File: src/verilog/dpr_defs.svh
// timing counts, register offsets and field positions of the power-down/reset link
`ifndef DPR_DEFS_SVH
`define DPR_DEFS_SVH
`define DPR_CLK_NS 8
`define DPR_CK_HALF 4
`define DPR_CK_NS (`DPR_CLK_NS * 2 * `DPR_CK_HALF)
`define DPR_RESET_NS 100
`define DPR_RESET_CLK ((`DPR_RESET_NS + `DPR_CLK_NS - 1) / `DPR_CLK_NS)
`define DPR_TPD_CK 3
`define DPR_TCKE_CK 3
`define DPR_TXP_CK 3
`define DPR_TXPDLL_NS 24
`define DPR_TXPDLL_MIN_CK 10
`define DPR_TXPDLL_NSCK ((`DPR_TXPDLL_NS + `DPR_CK_NS - 1) / `DPR_CK_NS)
`define DPR_TXPDLL_CK \
    ((`DPR_TXPDLL_NSCK > `DPR_TXPDLL_MIN_CK) ? `DPR_TXPDLL_NSCK : `DPR_TXPDLL_MIN_CK)
`define DPR_TRFC_NS 110
`define DPR_TRFC_CK ((`DPR_TRFC_NS + `DPR_CK_NS - 1) / `DPR_CK_NS)
`define DPR_TREFI_NS 7800
`define DPR_PD_MAX_CK ((9 * `DPR_TREFI_NS) / `DPR_CK_NS)
`define DPR_TWR_NS 15
`define DPR_TWR_CK ((`DPR_TWR_NS + `DPR_CK_NS - 1) / `DPR_CK_NS)
`define DPR_OP_CK 16
`define DPR_BURST_CK 4
`define DPR_REG_CTRL 8'h00
`define DPR_REG_CMD 8'h04
`define DPR_REG_STATUS 8'h08
`define DPR_CTRL_PD 0
`define DPR_CTRL_ODT 1
`define DPR_CTRL_RST 2
`define DPR_CMD_BA_LO 4
`define DPR_CMD_ADDR_LO 16
`define DPR_ST_PD 0
`define DPR_ST_RESET 1
`define DPR_ST_INIT 2
`define DPR_ST_SLOW 3
`define DPR_ST_PEND 4
`define DPR_ST_DLLWAIT 5
`define DPR_MR1_DLLDIS 0
`define DPR_MR1_TERMINATION_STROBE_PAIR 11
`define DPR_MR1_PPD 12
`define DPR_MR0_WR_LO 9
`define DPR_MR2_RTTWR_LO 9
`define DPR_ADDR_ALLBANK 10
`endif

File: src/verilog/dpr_pkg.sv
// types shared by both ends of the power-down/reset link
`include "dpr_defs.svh"
package dpr_pkg;
    typedef enum logic [2:0] {CMD_NOP, CMD_ACT, CMD_PRE, CMD_REF, CMD_RD, CMD_WR, CMD_WRAP,
        CMD_MRS} dpr_cmd_t;
    typedef enum logic [1:0] {C_RESET, C_IDLE, C_PD} dpr_ctl_st_t;
    typedef enum logic [2:0] {D_RESET, D_IDLE, D_APD, D_PPD_FAST, D_PPD_SLOW} dpr_dev_st_t;
    typedef struct packed {
        logic ck;
        logic cke;
        logic rstn;
        logic odt;
        dpr_cmd_t cmd;
        logic [2:0] ba;
        logic [12:0] addr;
    } dpr_link_t;
    typedef struct packed {
        dpr_ctl_st_t st;
        logic [2:0] div;
        logic [4:0] rcnt;
        dpr_link_t lnk;
        logic pend;
        dpr_cmd_t pcmd;
        logic [2:0] pba;
        logic [12:0] paddr;
        logic pd_req;
        logic odt_req;
        logic ppd;
        logic slow;
        logic init_needed;
        logic [7:0] banks;
        logic [11:0] tpd;
        logic [11:0] tcke;
        logic [11:0] txp;
        logic [11:0] txpdll;
        logic [11:0] trfc;
        logic [11:0] op;
        logic [11:0] pdlen;
        logic pready;
        logic perr;
        logic [31:0] prdata;
    } dpr_ctl_t;
    typedef struct packed {
        dpr_link_t s1;
        dpr_link_t s2;
        logic ckp;
        dpr_dev_st_t st;
        logic [7:0] banks;
        logic [2:0] mr0_wr;
        logic [12:0] mr1;
        logic [1:0] rtt_wr;
        logic [3:0] dllsync;
        logic [2:0] burst;
        logic [4:0] wrapc;
        logic [2:0] wrap_ba;
        logic [12:0] refcnt;
        logic in_reset;
        logic apd;
        logic ppd;
        logic dll_on;
        logic odt_async;
        logic rtt_nom;
        logic rtt_wr_on;
        logic termination_strobe_pair_term;
    } dpr_dev_t;
endpackage
File: src/verilog/dpr_link_if.sv
// link between memory controller and memory device
`timescale 1ns/100ps
interface dpr_link_if;
    logic ck;
    logic cke;
    logic rst_n;
    logic odt;
    dpr_pkg::dpr_cmd_t cmd;
    logic [2:0] ba;
    logic [12:0] addr;
    modport ctl (output ck, output cke, output rst_n, output odt, output cmd, output ba,
        output addr);
    modport dev (input ck, input cke, input rst_n, input odt, input cmd, input ba,
        input addr);
endinterface

File: src/verilog/dpr_ctl.sv
// memory controller end: APB registers, ck divider, power-down and reset sequencing
//
// The placing of the registers and the APB interface to the registers were chosen for this implementation.
`timescale 1ns/100ps
`include "dpr_defs.svh"
module dpr_ctl (
    input wire logic clk,
    input wire logic rst,
    input wire logic psel,
    input wire logic penable,
    input wire logic pwrite,
    input wire logic [7:0] paddr,
    input wire logic [31:0] pwdata,
    output logic [31:0] prdata,
    output logic pready,
    output logic pslverr,
    dpr_link_if.ctl lnk
);
    dpr_pkg::dpr_ctl_t q;
    dpr_pkg::dpr_ctl_t n;
    logic fall;
    logic acc;
    logic dll_wait;

    // tWR in clocks to the MR0 code; short values round up to the least setting
    function automatic logic [2:0] wr_code(input logic [4:0] c);
        if (c <= 5'h5) begin
            return 3'h1;
        end
        if (c <= 5'h8) begin
            return 3'(c - 5'h4);
        end
        return 3'((c + 5'h1) >> 1);
    endfunction

    function automatic logic [11:0] dec(input logic [11:0] v);
        return (v == 12'h000) ? 12'h000 : v - 12'h001;
    endfunction

    always_comb begin
        n = q;
        fall = (q.div == 3'(`DPR_CK_HALF - 1)) && q.lnk.ck;
        acc = psel && penable && q.pready;
        dll_wait = q.slow && q.txpdll != 12'h000;
        // apb: one wait state, answer registered
        n.pready = psel && penable && !q.pready;
        n.perr = 1'b0;
        if (n.pready) begin
            n.perr = !(paddr == `DPR_REG_CTRL || paddr == `DPR_REG_CMD
                || paddr == `DPR_REG_STATUS);
            n.prdata = 32'h00000000;
            if (paddr == `DPR_REG_CTRL) begin
                n.prdata[`DPR_CTRL_PD] = q.pd_req;
                n.prdata[`DPR_CTRL_ODT] = q.odt_req;
            end else if (paddr == `DPR_REG_CMD) begin
                n.prdata[2:0] = q.pcmd;
                n.prdata[`DPR_CMD_BA_LO +: 3] = q.pba;
                n.prdata[`DPR_CMD_ADDR_LO +: 13] = q.paddr;
            end else if (paddr == `DPR_REG_STATUS) begin
                n.prdata[`DPR_ST_PD] = q.st == dpr_pkg::C_PD;
                n.prdata[`DPR_ST_RESET] = q.st == dpr_pkg::C_RESET;
                n.prdata[`DPR_ST_INIT] = q.init_needed;
                n.prdata[`DPR_ST_SLOW] = q.slow;
                n.prdata[`DPR_ST_PEND] = q.pend;
                n.prdata[`DPR_ST_DLLWAIT] = dll_wait;
            end
        end
        // software writes take effect on the completing edge only
        if (acc && pwrite && paddr == `DPR_REG_CTRL) begin
            n.pd_req = pwdata[`DPR_CTRL_PD];
            n.odt_req = pwdata[`DPR_CTRL_ODT];
        end
        if (acc && pwrite && paddr == `DPR_REG_CMD && !q.pend) begin
            // a second command while one waits is dropped; status shows pend
            n.pend = 1'b1;
            n.pcmd = dpr_pkg::dpr_cmd_t'(pwdata[2:0]);
            n.pba = pwdata[`DPR_CMD_BA_LO +: 3];
            n.paddr = pwdata[`DPR_CMD_ADDR_LO +: 13];
        end
        // ck divider; link signals change on the falling ck edge only, except on a software reset
        if (q.div == 3'(`DPR_CK_HALF - 1)) begin
            n.div = 3'h0;
            n.lnk.ck = !q.lnk.ck;
        end else begin
            n.div = q.div + 3'h1;
        end
        if (fall) begin
            n.lnk.cmd = dpr_pkg::CMD_NOP;
            n.tpd = dec(q.tpd);
            n.tcke = dec(q.tcke);
            n.txp = dec(q.txp);
            n.txpdll = dec(q.txpdll);
            n.trfc = dec(q.trfc);
            n.op = dec(q.op);
            n.pdlen = dec(q.pdlen);
        end
        unique case (q.st)
            dpr_pkg::C_RESET: begin
                // reset held for whole clk cycles, CKE already low at release
                n.lnk.rstn = 1'b0;
                n.lnk.cke = 1'b0;
                n.lnk.odt = 1'b0;
                if (q.rcnt != 5'(`DPR_RESET_CLK)) begin
                    n.rcnt = q.rcnt + 5'h01;
                end else if (fall) begin
                    n.lnk.rstn = 1'b1;
                    n.st = dpr_pkg::C_IDLE;
                    n.init_needed = 1'b1;
                end
            end
            dpr_pkg::C_IDLE: if (fall) begin
                n.lnk.odt = q.odt_req && !dll_wait;
                if (!q.lnk.cke) begin
                    // after reset release cke rises with a nop; commands wait tXP
                    n.lnk.cke = 1'b1;
                    n.tcke = 12'(`DPR_TCKE_CK);
                    n.txp = 12'(`DPR_TXP_CK);
                end else if (q.pd_req && !q.pend && q.op == 12'h000 && q.txpdll == 12'h000
                    && q.tcke == 12'h000 && q.trfc == 12'h000) begin
                    // entry only with NOP and no read, write or mode set running
                    n.lnk.cke = 1'b0;
                    n.st = dpr_pkg::C_PD;
                    n.tpd = 12'(`DPR_TPD_CK);
                    // one less: the exit fall itself adds a ck to the stretch
                    n.pdlen = 12'(`DPR_PD_MAX_CK - 1);
                    n.slow = 1'b0;
                    n.txpdll = 12'h000;
                end else if (q.pend && q.txp == 12'h000
                    && !(q.pcmd == dpr_pkg::CMD_RD && dll_wait)) begin
                    // tXP before any command, tXPDLL before read after slow exit
                    n.pend = 1'b0;
                    n.lnk.cmd = q.pcmd;
                    n.lnk.ba = q.pba;
                    n.lnk.addr = q.paddr;
                    unique case (q.pcmd)
                        dpr_pkg::CMD_ACT: n.banks[q.pba] = 1'b1;
                        dpr_pkg::CMD_PRE: begin
                            if (q.paddr[`DPR_ADDR_ALLBANK]) begin
                                n.banks = 8'h00;
                            end else begin
                                n.banks[q.pba] = 1'b0;
                            end
                        end
                        dpr_pkg::CMD_REF: n.trfc = 12'(`DPR_TRFC_CK);
                        dpr_pkg::CMD_RD: n.op = 12'(`DPR_OP_CK);
                        dpr_pkg::CMD_WR: n.op = 12'(`DPR_OP_CK + `DPR_TWR_CK);
                        dpr_pkg::CMD_WRAP: begin
                            n.op = 12'(`DPR_OP_CK + `DPR_TWR_CK);
                            n.banks[q.pba] = 1'b0;
                        end
                        dpr_pkg::CMD_MRS: begin
                            n.op = 12'(`DPR_OP_CK);
                            n.init_needed = 1'b0;
                            if (q.pba == 3'h0) begin
                                n.lnk.addr[`DPR_MR0_WR_LO +: 3] =
                                    wr_code(5'(`DPR_TWR_CK));
                            end else if (q.pba == 3'h1) begin
                                n.ppd = q.paddr[`DPR_MR1_PPD];
                            end
                        end
                        dpr_pkg::CMD_NOP: ;
                    endcase
                end
            end
            dpr_pkg::C_PD: if (fall) begin
                n.lnk.cke = 1'b0;
                if (q.tpd == 12'h000 && (!q.pd_req || q.pdlen == 12'h000)) begin
                    // exit with NOP; tXPDLL runs from this edge
                    n.lnk.cke = 1'b1;
                    n.st = dpr_pkg::C_IDLE;
                    n.tcke = 12'(`DPR_TCKE_CK);
                    n.txp = 12'(`DPR_TXP_CK);
                    n.txpdll = 12'(`DPR_TXPDLL_CK);
                    n.slow = q.banks == 8'h00 && !q.ppd;
                end
            end
            default: n.st = dpr_pkg::C_RESET;
        endcase
        // software reset wins over everything but a command issued on the same fall, also in power-down
        if (acc && pwrite && paddr == `DPR_REG_CTRL && pwdata[`DPR_CTRL_RST]) begin
            n.st = dpr_pkg::C_RESET;
            n.rcnt = 5'h00;
            n.pend = 1'b0;
            n.banks = 8'h00;
            n.lnk.rstn = 1'b0;
            n.lnk.cke = 1'b0;
            n.lnk.odt = 1'b0;
        end
    end

    // single state register; reset value puts the link in reset with CKE low
    always_ff @(posedge clk) begin
        if (rst) begin
            q <= '0;
        end else begin
            q <= n;
        end
    end

    assign prdata = q.prdata;
    assign pready = q.pready;
    assign pslverr = q.perr;
    assign lnk.ck = q.lnk.ck;
    assign lnk.cke = q.lnk.cke;
    assign lnk.rst_n = q.lnk.rstn;
    assign lnk.odt = q.lnk.odt;
    assign lnk.cmd = q.lnk.cmd;
    assign lnk.ba = q.lnk.ba;
    assign lnk.addr = q.lnk.addr;
endmodule // dpr_ctl

File: src/flat_wrapper.sv
// flat-port wrapper written by rule: the top's interface ports become plain ports
module dpr_ctl_flat 
  (clk, rst, psel, penable, pwrite, paddr, pwdata, prdata, pready, pslverr, lnk_ck, lnk_cke, lnk_rst_n, lnk_odt, lnk_cmd, lnk_ba, lnk_addr);
  dpr_link_if lnk_i ();
  input wire logic clk;
  input wire logic rst;
  input wire logic psel;
  input wire logic penable;
  input wire logic pwrite;
  input wire logic [7:0] paddr;
  input wire logic [31:0] pwdata;
  output logic [31:0] prdata;
  output logic pready;
  output logic pslverr;
  output wire logic [$bits(lnk_i.ck)-1:0] lnk_ck;
  output wire logic [$bits(lnk_i.cke)-1:0] lnk_cke;
  output wire logic [$bits(lnk_i.rst_n)-1:0] lnk_rst_n;
  output wire logic [$bits(lnk_i.odt)-1:0] lnk_odt;
  output wire logic [$bits(lnk_i.cmd)-1:0] lnk_cmd;
  output wire logic [$bits(lnk_i.ba)-1:0] lnk_ba;
  output wire logic [$bits(lnk_i.addr)-1:0] lnk_addr;
  assign lnk_ck = lnk_i.ck;
  assign lnk_cke = lnk_i.cke;
  assign lnk_rst_n = lnk_i.rst_n;
  assign lnk_odt = lnk_i.odt;
  assign lnk_cmd = lnk_i.cmd;
  assign lnk_ba = lnk_i.ba;
  assign lnk_addr = lnk_i.addr;
  dpr_ctl u_core (.clk(clk), .rst(rst), .psel(psel), .penable(penable), .pwrite(pwrite), .paddr(paddr), .pwdata(pwdata), .prdata(prdata), .pready(pready), .pslverr(pslverr), .lnk(lnk_i));
endmodule
File: config.mk
export PLATFORM = sky130hd
export DESIGN_NAME = dpr_ctl_flat
export DESIGN_NICKNAME = d
export VERILOG_FILES = /design/src/verilog/dpr_pkg.sv /design/src/verilog/dpr_link_if.sv /design/src/verilog/dpr_ctl.sv /design/src/flat_wrapper.sv
export VERILOG_INCLUDE_DIRS = /design/src /design/src/verilog
export SDC_FILE = /design/constraint.sdc
export NUM_CORES = 1
export LEC_CHECK = 0
export BUFFER_PORTS_ARGS = -buffer_cell sky130_fd_sc_hd__buf_2
export CAP_MARGIN = 25
export CORE_UTILIZATION = 50
export CTS_CLUSTER_SIZE = 20
export DETAILED_ROUTE_END_ITERATION = 8
export PLACE_DENSITY = 0.73
export SYNTH_ARGS = -nofsm -noshare
export SYNTH_HDL_FRONTEND = slang
export SYNTH_SLANG_ARGS = --single-unit
File: constraint.sdc
create_clock -name clk -period 2 [get_ports clk]
set_input_delay 0 -clock clk [delete_from_list [all_inputs] [get_ports clk]]
set_output_delay 0 -clock clk [all_outputs]
set_load 0.01 [all_outputs]
Word level (Yosys, flattened, before mapping)

Cells that the tools add are included.
W data, S select, Z words.

Eq/ne operators: 24
Magnitude comparators: 2
Add/sub/neg operators: 9
Reductions and logical operators: 63
Multiplexer cells: 73
Bitwise operators: 6

Operators by type and width:

| cell                    | number |
|---|---|
| $mux W12                | 12 |
| $mux W36                | 3 |
| $mux W20                | 5 |
| $mux W94                | 1 |
| $logic_not A12 Y1       | 7 |
| $mux W84                | 1 |
| $sub A12 B1 Y12 const B | 7 |
| $mux W24                | 3 |
| $pmux W36 S2            | 1 |
| $mux W48                | 1 |
| $mux W13                | 2 |
| $pmux W12 S2            | 1 |
| $pmux W8 S3             | 1 |
| $logic_and A1 B1 Y1     | 22 |
| $mux W22                | 1 |
| $mux W21                | 1 |
| $mux W2                 | 9 |
| $mux W9                 | 2 |
| $logic_not A8 Y1        | 2 |
| $mux W1                 | 16 |
| $reduce_and A8 Y1       | 2 |
| $eq A3 B3 Y1 const B    | 4 |
| $mux W3                 | 4 |
| $ne A2 B1 Y1 const B    | 6 |
| 36 further kinds        | 63 |

Output and inout bits: 57
Flip-flop bits (word level): 172
Logic and storage cells: 207
Input bits: 45

Depth between registers and ports, before layout

Gate-level depths: netlist (run 1).

Depth after elaboration: 13
Mapped depth: 10
Mapped depth without buffers: 7

Worst setup path after synthesis (run 1)

Ideal clock, no wire load.

Path type: reg2reg
Start point: register u_core.q[179] (netlist name)
End point: register u_core.q[183] (netlist name)
Data arrival time: 2.036 ns
Cell stages (with the launch flop): 10
Library setup time: 0.117 ns
Clock period less this slack: 2.153 ns
Required time: 1.883 ns
Path slack: -0.153 ns
Path buffers: 2
Path through: dfxtp_1 ha_1 ha_1 buf_2 and2_1 clkbuf_1 nand4_1 o41ai_2 nand3_2 a32o_1

Word-level cells in the longest chain between the ends: 4
Elaborated cells between the ends (all ways): 6
Those cells by class: 4 x eq/ne; 2 x reduce/logical

RTL lines:

| element                         | RTL line       | text |
|---|---|---|
| start, declared                 | dpr_ctl.sv:19  | `dpr_pkg::dpr_ctl_t q;` |
| start signal, assigned          | dpr_ctl.sv:196 | `q <= n;` |
| $eq A3 B2 Y1 (*)                | dpr_ctl.sv:42  | `` fall = (q.div == 3'(`DPR_CK_HALF - 1)) && q.lnk.ck; `` |
| $logic_and A1 B1 Y1 (*)         | dpr_ctl.sv:42  |  |
| $ne A2 B1 Y1 (no line)          | -              |  |
| $reduce_and A7 Y1 (no line) (*) | -              |  |

Mark *: on every way between the ends. The rest lies on a longest branch, timed or not.
A chain may end at the register's enable or synchronous reset.

Worst setup path after layout (run 1)

Start point: register u_core.q[180] (netlist name)
End point: register u_core.q[38] (netlist name)

Word-level cells in the longest chain between the ends: 7

RTL lines:

| element                 | RTL line       | text |
|---|---|---|
| $eq A3 B2 Y1 (*)        | dpr_ctl.sv:42  |  |
| $logic_and A1 B1 Y1 (*) | dpr_ctl.sv:42  |  |
| $mux W84                | dpr_ctl.sv:87  | `if (fall) begin` |
| $mux W12                | dpr_ctl.sv:118 | `end else if (q.pd_req && !q.pend && q.op == 12'h000 && q.txpdll == 12'h000` |
| $mux W48                | dpr_ctl.sv:113 | `if (!q.lnk.cke) begin` |
| $mux W94                | dpr_ctl.sv:111 | `dpr_pkg::C_IDLE: if (fall) begin` |
| $mux W36 (*)            | dpr_ctl.sv:97  | `unique case (q.st)` |

Mark *: on every way between the ends. The rest lies on a longest branch, timed or not. The select of a mux whose other input is x is not followed.

==> summary.md, run 1 <==
| Metric | Value |
|---|---|
| Worst r2r src | `u_core.q[180]` |
| Maxcap violations | `0` |
| Final hold vios | `0` |
| Root Buffer | `clkbuf_16` |
| Max VDD drop | `0.621 mV` |
| Die H | `between 100 and 150 um` |
| Hold path startpoint | `rst` |
| Vias per cell | `5.53` |
| Source of the critical timing path | `u_core.q[180]` |
| Initial antenna violation count | `0` |
| # DRC | `0` |
| Status | `complete, but fails checks` |
| PortBufs | `76` |
| Setup ws final | `-0.0635 ns` |
| Cell count after synthesis | `949` |
| Worst-path clk slew | `about 0.07 ns` |
| Pwr per Cell Area | `688 mW/mm2` |
| Total Routing Usage GR | `around a quarter` |
| Leakage | `0.00429 uW` |
| Starting DRT DRC Count | `~440` |
| Cells after DPL | `between 1,000 and 1,500` |
| FMAX | `485 MHz` |
| Top sig layer | `met4` |
| Tmin final | `2.06 ns` |
| Yosys reg bits | `172` |
| CP Class | `reg -> reg` |
| Synth Cell Area | `0.00829 mm2` |
| Hold Crit Class | `in -> reg` |
| Layout cells sized above 1 | `28.9%` |
| Failing checks | `setup timing` |
| Final instance area | `0.0107 mm2` |
| Area growth, synth to finish | `29.6%` |
| Req. time, crit path | `2.33 ns` |
| Largest net degree at the start of global routing | `43` |
| Initial core utilization | `about half` |
| Vias in the first global route | `6,842` |
| Clk buf depth | `2` |
| Avg WL per Cell | `approximately 16 um` |
| RSZ-0062 raised after global routing | `yes` |
| Final wirelength | `21.3 mm` |
| Worst setup SP type | `register` |
| Final setup vio count | `42` |
| Max-slew violations | `0` |
| Clock sinks | `172` |
| CP max FO | `7` |
| Total core area | `approximately 0.016 mm2` |
| Post-DP HPWL | `14.2 mm` |
| Total CTS buffers | `17` |
| Setup TNS | `-1.55 ns` |
| CP endpoint kind | `register` |
| Synth warnings | `0` |
| Primary FF master, synth | `dfxtp_1` |
| Per-instance average area after synthesis | `8.74 um2` |
| Place WS | `-0.133 ns` |
| CP arrival | `around 2.4 ns` |
| Fin Hold WS | `0.0347 ns` |
| Drt first pass iters | `5` |
| Total congestion overflow | `0` |
| Layout Nets | `1,174` |
| Metal1 wirelength | `between 9 and 10 mm` |
| Worst slew pin tran | `0.580 ns` |
| Met2 wire length | `10.4 mm` |
| Clock Skew | `0.0113 ns` |
| GPL Wtd Cong | `0.853` |
| Unique masters post-synth | `69` |
| Tcrit/Tclk final | `103%` |
| Cell row count | `46` |
| IO Pins | `102` |
| Clock H-tree levels | `4` |
| Worst rel slew slack | `between 60% and 70%` |
| Placed cell area | `0.00942 mm2` |
| CTS tree | `done` |
| Final cell count without fillers | `1,340` |
| WL met3 | `approximately 1.0 mm` |
| Global-route wire length before repair | `about 33 mm` |
| Die width | `about 130 um` |
| Post-synth ARST share | `0%` |
| Die Area | `0.0171 mm2` |
| Worst-Skew Late Latency | `0.44 ns` |
| Vias | `7,408` |
| Seq/Total Area, Yosys | `41.5%` |
| Number of synthesized flops with an enable pin | `0` |
| Antenna diode count | `0` |
| Antenna viol nets, final | `0` |
## cells in the final DEF, fill, tap and decap left out, types with 6 or more instances in the layout
cell type,instances
dfxtp_1,167
nor2_1,152
buf_4,119
buf_2,77
xnor2_1,43
a21oi_1,41
nand2_1,35
nor3_1,28
nand3_1,27
xor2_1,26
mux2i_1,25
dlygate4sd3_1,24
a22oi_1,22
inv_1,21
o21ai_0,21
nand4_1,18
clkbuf_16,17
ha_1,14
o21ai_1,13
conb_1,12
nor4_1,10
nor4_2,10
a31oi_1,9
and3_1,8
nor2b_1,8
o211ai_1,8
clkinv_8,8
or4_4,7
or3_1,7
nor3b_1,7
buf_12,7
nand2b_1,6
## per-layer routing
metal  GRT usage, %  vias to the layer above
li1               -                     3609
met1           31.3                     3551
met2           41.5                      198
met3           5.90                       50
met4           9.47                        0
met5              0                        -
## repair_timing
| action | CTS | global route |
|---|---|---|
| hold endpoints to repair | 22 | 0 |
| gates cloned | 0 | 1 |
| resized for setup | 29 | 57 |
| setup endpoints to repair | 69 | 105 |
| pin swaps | 5 | 23 |
| hold buffers | 24 | 0 |
| buffers inserted | 5 | 11 |
## logic make-up after synthesis
family | synth area share (%)
fa+ha+maj | 2.72
flops | 41.5
simple gates | 24.1
mux | 3.02
other cells | 0.0452
xor+xnor | 7.40
compound gates | 13.0
buf+inv | 8.23
## final timing paths
check / to / slack [ns] / cells after the start
worst min-delay path: u_core.q[34] / 0.03 / 4
worst max register to register: u_core.q[38] / -0.06 / 9
worst min register to register: u_core.q[179] / 0.45 / 1
worst max-delay path: u_core.q[38] / -0.06 / 9
## through the flow
stage,total power [uW],util [%]
6_report,7390,66.9
5_1_grt,7640,66.9
4_1_cts,7410,65.0
3_5_place_dp,4050,58.7
3_3_place_gp,4040,58.7
2_1_floorplan,3870,-
## state kept, by name, indices dropped and copies added (netlist names), named ones only
name	cells
u_core.lnk.cke	1
u_core.q	127
u_core.prdata	20
u_core.lnk.ba	3
u_core.lnk.ck	1
u_core.lnk.odt	1
u_core.lnk.addr	13
u_core.pready	1
u_core.pslverr	1
u_core.lnk.rst_n	1
## critical path: stages, from the launching register on
cell and delay [ns]:
dfxtp_2 0.35, ha_4 0.14, ha_4 0.16, buf_12 0.12, and3_1 0.22, nand4_1 0.16
nor4_4 0.37, buf_4 0.20, or2_4 0.16, nor2_1 0.06
## power by group
group	internal, uW	leakage, uW	switching [uW]
clock	1700	0.000293	1640
combinational	253	0.00261	306
sequential	3460	0.00139	33.4
total	5410	0.00429	1980
## area by class of cell
| type | count | area [um2] |
|---|---|---|
| clock buffers | 17 | 425 |
| fillers | 1206 | 5320 |
| well taps | 216 | 270 |
| repair buffers | 232 | 1720 |
| multi-input cells | 663 | 4590 |
| inverters | 25 | 93.8 |
| flip-flops and latches | 172 | 3450 |
| clock inverters | 15 | 193 |
## cell usage after synthesis (8+ instances only)
library cell,count,area [um2]
and3_1,9,56.3
a21oi_1,41,205
or3_1,9,56.3
nand4_1,18,113
inv_1,25,93.8
mux2i_1,25,250
nor2_1,154,578
a31oi_1,10,62.6
clkbuf_1,35,131
nor4_1,19,119
xnor2_1,43,377
o21ai_0,33,165
buf_4,54,405
ha_1,18,225
xor2_1,27,236
nor2b_1,9,56.3
nand3_1,31,155
nor3_1,33,165
o211ai_1,8,60.1
dfxtp_1,172,3440
nand2_1,36,135
a22oi_1,22,165
buf_2,8,40.0
Power figures use the tool's default switching activity.
==> inputs of run 2 (changes only) <==
--- a/config.mk
+++ b/config.mk
@@ -9,6 +9,7 @@
 export BUFFER_PORTS_ARGS = -buffer_cell sky130_fd_sc_hd__buf_2
 export CAP_MARGIN = 25
 export CORE_UTILIZATION = 50
+export CTS_BUF_LIST = sky130_fd_sc_hd__clkbuf_2
 export CTS_CLUSTER_SIZE = 20
 export DETAILED_ROUTE_END_ITERATION = 8
 export PLACE_DENSITY = 0.73
==> run 2 against run 1 <==
Compared with the run above:
- largest cell class unchanged
- sequential power is essentially flat
- largest power group unchanged
- the flow still finishes with violations (setup timing)
- power shrank 18%
- via count grew 2.6%
==> summary.md, run 2 (synthesis results as in run 1) <==
| Metric | Value |
|---|---|
| Status | `complete, but fails checks` |
| Failing checks | `setup timing` |
| IO Pins | `just over 100` |
| # DRC | `0` |
| Final hold vios | `0` |
| Drt first pass iters | `5` |
| Initial core utilization | `51.6%` |
| Slowest CP cell | `or4b_4` |
| Antenna diode count | `0` |
| Tcrit/Tclk final | `105%` |
| FMAX | `approximately 480 MHz` |
| Total congestion overflow | `0` |
| Final cell count without fillers | `~1,400` |
| Crit path largest cell delay | `0.50 ns` |
| Largest net degree at the start of global routing | `43` |
| Total CTS buffers | `17` |
| Critical-path cell list | `inv_2, ha_4, or4b_4, o311ai_4, buf_4, nand4_1, nand3_2, clkbuf_16, nor2_1` |
| Max-slew violations | `0` |
| GPL Wtd Cong | `about 0.85` |
| Commonest non-fill, non-tap cells in the layout | `dfxtp_1, nor2_1, buf_4` |
| Clock Power Share | `31.8%` |
| Family with the most delay on the worst path | `simple AND/OR/NAND/NOR gates` |
| Max VDD drop | `roughly 0.42 mV` |
| Pint | `4230 uW` |
| CP endpoint kind | `register` |
| Total Routing Usage GR | `25.9%` |
| Post-DP HPWL | `14.2 mm` |
| Cells after DPL | `1,268` |
| Post-layout util | `around two thirds` |
| Logic pwr share | `a little over a tenth` |
| Clock H-tree levels | `4` |
| Die Area | `0.0171 mm2` |
| Req. time, crit path | `between 2 and 3 ns` |
| Vias in the first global route | `~7,000` |
| Initial antenna violation count | `0` |
| Root Buffer | `clkbuf_2` |
| Hold Crit Class | `in -> reg` |
| Worst path bufs/invs | `3` |
| CTS tree | `done` |
| Layout cells sized above 1 | `31.1%` |
| RSZ-0062 raised after global routing | `yes` |
| Final setup vio count | `36` |
| Vias per cell | `5.54` |
| Final wirelength | `22.2 mm` |
| CP arrival | `around 2.9 ns` |
| Vias | `7,604` |
| Worst slew pin tran | `0.586 ns` |
| Seq pwr share | `between 50% and 60%` |
| CP max FO | `5` |
| Switching component of the power | `1860 uW` |
| Die width | `131 um` |
| CP Class | `reg -> reg` |
| Commonest non-fill, non-tap cell in the layout | `dfxtp_1` |
| Total core area | `0.0161 mm2` |
| PortBufs | `76` |
| Clock sinks | `about 170` |
| Setup ws final | `-0.105 ns` |
| Clock Skew | `0.0768 ns` |
| Final instance area | `roughly 0.011 mm2` |
| Largest Register | `u_core.q` |
| Fin Hold WS | `about 0.11 ns` |
| Switching share of power | `between 30% and 40%` |
| Worst-path clk slew | `about 0.33 ns` |
| Global-route wire length before repair | `around 35 mm` |
| Pwr per Cell Area | `556 mW/mm2` |
| Worst-Skew Late Latency | `0.84 ns` |
| Antenna viol nets, final | `0` |
| Largest register FFs | `127` |
| Die H | `131 um` |
| Placed cell area | `roughly 0.0094 mm2` |
| Worst rel slew slack | `60.9%` |
| Tmin final | `2.10 ns` |
| Worst setup SP type | `register` |
| Maxcap violations | `0` |
| Cell row count | `46` |
| Clk buf depth | `2` |
| Leakage | `0.00432 uW` |
| Layout Nets | `1,206` |
| Avg WL per Cell | `about 16 um` |
| Starting DRT DRC Count | `525` |
| Area growth, synth to finish | `32.0%` |
[run 2: cell type report]
| type | instances | area [um2] |
|---|---|---|
| Tap cell | 216 | 270 |
| Clock buffer | 17 | 85.1 |
| Sequential cell | 172 | 3460 |
| Timing Repair Buffer | 264 | 2100 |
| Clock inverter | 15 | 193 |
| Multi-Input combinational cell | 663 | 4740 |
| Inverter | 25 | 93.8 |
| Fill cell | 1195 | 5110 |
[run 2: per-layer routing]
layer  GRT usage (%)  share of wire [%]  wire length (um)  vias to the layer above
met5               0                  0                 0                        -
met4            12.0                2.8               620                        0
met3            5.58                5.4              1210                       57
met2            42.7                 49             10900                      246
met1            32.4                 43              9520                     3626
li1                -                  -                 -                     3675
[run 2: worst paths after layout]
path                                     from  cells after the start              to  slack (ns)
worst max-delay path             u_core.q[34]                      9    u_core.q[70]       -0.10
worst max register to register   u_core.q[34]                      9    u_core.q[70]       -0.10
worst min register to register  u_core.q[179]                      1   u_core.q[179]        0.48
worst min-delay path                 paddr[1]                      4  u_core.pslverr        0.11
[run 2: repair_timing]
item,in CTS,in global routing
hold endpoints to repair,160,0
gates cloned,0,2
setup buffers,5,10
pin swaps,18,40
gates resized for setup,34,92
setup endpoints to repair,72,105
hold buffers,55,0
[run 2: power groups by stage]
stage | clock network [uW] | logic, uW | registers [uW]
3_5_place_dp | 0 | 481 | 3570
4_1_cts | 1960 | 576 | 3510
2_1_floorplan | 0 | 301 | 3570
6_report | 1940 | 634 | 3520
3_3_place_gp | 0 | 474 | 3570
5_1_grt | 2120 | 690 | 3520
[run 2: worst reg2reg max path: stages (launching register included)]
cell	delay, ns
dfxtp_2	0.39
inv_2	0.08
ha_4	0.12
or4b_4	0.50
o311ai_4	0.29
buf_4	0.17
nand4_1	0.12
nand3_2	0.18
clkbuf_16	0.17
nor2_1	0.03
[run 2: metrics by stage]
stage	TNS (ns)	power (uW)	setup slack, ns
5_1_grt	-6.32	6330	-0.219
3_5_place_dp	-2.50	4050	-0.133
3_3_place_gp	-1.30	4040	-0.0903
4_1_cts	-1.01	6050	-0.0744
2_1_floorplan	-0.0246	3870	-0.0237
6_report	-2.17	6090	-0.105
==> inputs of run 3 (changes only) <==
==> constraint.sdc (replaced) <==
create_clock -name clk -period 2 [get_ports clk]
set_input_delay 0.3 -clock clk [delete_from_list [all_inputs] [get_ports clk]]
set_output_delay 0.3 -clock clk [all_outputs]
set_load 0.01 [all_outputs]
==> run 3 against run 2 <==
Compared with the run above:
- the run still ends with setup timing left
- via count fell by 3.3%
- utilization down 1.4 points
- clock skew shrank 0.027 ns
- wire length decreased by 6.2%
- critical endpoint is now u_core.q[92]
==> summary.md, run 3 (synthesis results as in run 1) <==
| Metric | Value |
|---|---|
| Status | `complete, but fails checks` |
| Failing checks | `setup timing` |
| Tmin final | `2.04 ns` |
| Switching share of power | `30.5%` |
| Final setup vio count | `24` |
| IO Pins | `between 100 and 150` |
| Max VDD drop | `0.473 mV` |
| CTS tree | `done` |
| Root Buffer | `clkbuf_2` |
| Max-slew violations | `0` |
| Total Routing Usage GR | `24.0%` |
| Vias | `7,356` |
| Clock Skew | `0.0501 ns` |
| Final hold vios | `0` |
| CP arrival | `2.74 ns` |
| Maxcap violations | `0` |
| Starting DRT DRC Count | `482` |
| Worst-path clk slew | `0.28 ns` |
| RSZ-0062 raised after global routing | `yes` |
| Register area | `0.00346 mm2` |
| Hold Crit Class | `in -> reg` |
| Pwr per Cell Area | `565 mW/mm2` |
| Post-layout util | `66.8%` |
| Die H | `131 um` |
| Antenna viol nets, final | `0` |
| Final wirelength | `20.8 mm` |
| Seq pwr share | `roughly 58%` |
| Clk buf depth | `2` |
| Vias in the first global route | `6,717` |
| Clock sinks | `172` |
| Req. time, crit path | `2.70 ns` |
| Total congestion overflow | `0` |
| Initial core utilization | `between 50 and 60%` |
| Area growth, synth to finish | `29.4%` |
| Place WS | `-0.129 ns` |
| Clock H-tree levels | `4` |
| Drt first pass iters | `5` |
| CP max FO | `4` |
| Clock Power Share | `32.0%` |
| Final instance area | `between 0.01 and 0.015 mm2` |
| Placed cell area | `0.00944 mm2` |
| Worst-Skew Late Latency | `0.79 ns` |
| Largest net degree at the start of global routing | `51` |
| Largest Register | `u_core.q` |
| Leakage | `0.00429 uW` |
| Cell row count | `46` |
| Multi-input gate area | `0.00471 mm2` |
| CP endpoint kind | `register` |
| Commonest non-fill, non-tap cells in the layout | `dfxtp_1, nor2_1, buf_4` |
| Fillers | `around 1,200` |
| Global-route wire length before repair | `32.2 mm` |
| Post-DP HPWL | `13.8 mm` |
| Layout Nets | `1,187` |
| Worst setup SP type | `register` |
| # DRC | `0` |
| Commonest non-fill, non-tap cell in the layout | `dfxtp_1` |
| GPL Wtd Cong | `about 0.84` |
| Tcrit/Tclk final | `102%` |
| Setup ws final | `-0.0419 ns` |
| Worst slew pin tran | `0.527 ns` |
| Die Area | `0.0171 mm2` |
| Pint | `roughly 4200 uW` |
| Worst rel slew slack | `about 65%` |
| Avg WL per Cell | `15.4 um` |
| Logic pwr share | `10.0%` |
| CP Class | `reg -> reg` |
| Die width | `131 um` |
| Total CTS buffers | `17` |
| PortBufs | `between 70 and 80` |
| FMAX | `490 MHz` |
| Largest register FFs | `127` |
| Vias per cell | `5.43` |
| Switching component of the power | `between 1500 and 2000 uW` |
| Layout cells sized above 1 | `32.9%` |
| Total core area | `0.0161 mm2` |
| Initial antenna violation count | `1` |
==> run 3: cell count changes in the layout (fill, tap and decap cells not counted), sizes merged <==
| cell | previous run | this run |
|---|---|---|
| dlygate4sd3 | 55 | 24 |
| diode | 0 | 1 |
| buf | 207 | 219 |
| clkinvlp | 1 | 0 |
| inv | 30 | 31 |
| clkbuf | 19 | 18 |
| nand2 | 38 | 39 |
==> run 3: per-layer routing <==
| layer | wire length (um) | share of wire, % | track usage, % | vias up |
|---|---|---|---|---|
| met5 | 0 | 0 | 0 | - |
| met4 | 318 | 1.5 | 6.63 | 0 |
| met3 | 1020 | 4.9 | 4.64 | 31 |
| met2 | 10200 | 49 | 39.7 | 180 |
| met1 | 9320 | 45 | 31.9 | 3497 |
| li1 | - | - | - | 3648 |
==> run 3: timing repair <==
item	in CTS	in global routing
setup buffers	9	13
hold endpoints to repair	39	0
hold buffers	24	0
resized for setup	44	86
setup endpoints to repair	78	103
gates cloned	2	3
pin swaps	20	35
==> run 3: metrics by stage <==
stage | hold WS [ns] | total power [uW] | instances | TNS, ns
after floorplan | 0.412 | 3870 | 960 | -0.0246
after global placement | 0.419 | 4040 | 1270 | -2.54
after detailed placement | 0.426 | 4050 | 1270 | -3.51
after CTS | 0.00642 | 6070 | 1337 | -0.335
after global routing | 0.0578 | 6340 | 1354 | -4.77
final | 0.0758 | 6060 | 1354 | -0.503
==> run 3: area by class of cell <==
type                            instances  share of cell area, %
Clock buffer                           17                  0.793
Multi-Input combinational cell        664                   43.9
Antenna cell                            1                 0.0233
Timing Repair Buffer                  244                   17.8
Inverter                               25                  0.875
Sequential cell                       172                   32.3
Tap cell                              216                   2.52
Clock inverter                         15                   1.83
==> run 3: worst paths after layout <==
kind / start / to / slack [ns] / cells after the start
setup / recovery: u_core.q[179] / u_core.q[92] / -0.04 / 8
hold / removal: pwrite / u_core.q[150] / 0.08 / 5
hold reg to reg: u_core.q[179] / u_core.q[179] / 0.45 / 1
setup reg to reg: u_core.q[179] / u_core.q[92] / -0.04 / 8
==> run 3: power by group through the flow <==
stage | Sequential [uW] | Clock (uW) | Combinational (uW)
2_1_floorplan | 3570 | 0 | 301
3_3_place_gp | 3570 | 0 | 470
3_5_place_dp | 3570 | 0 | 478
4_1_cts | 3510 | 1990 | 559
5_1_grt | 3530 | 2160 | 658
6_report | 3520 | 1940 | 607
==> run 3: critical path, cell delays in order (launching register included) <==
cell	delay [ns]
dfxtp_2	0.42
ha_4	0.13
ha_4	0.16
buf_6	0.12
nand3_4	0.09
or4_4	0.49
or3_1	0.33
xor2_1	0.18
nor2_2	0.06
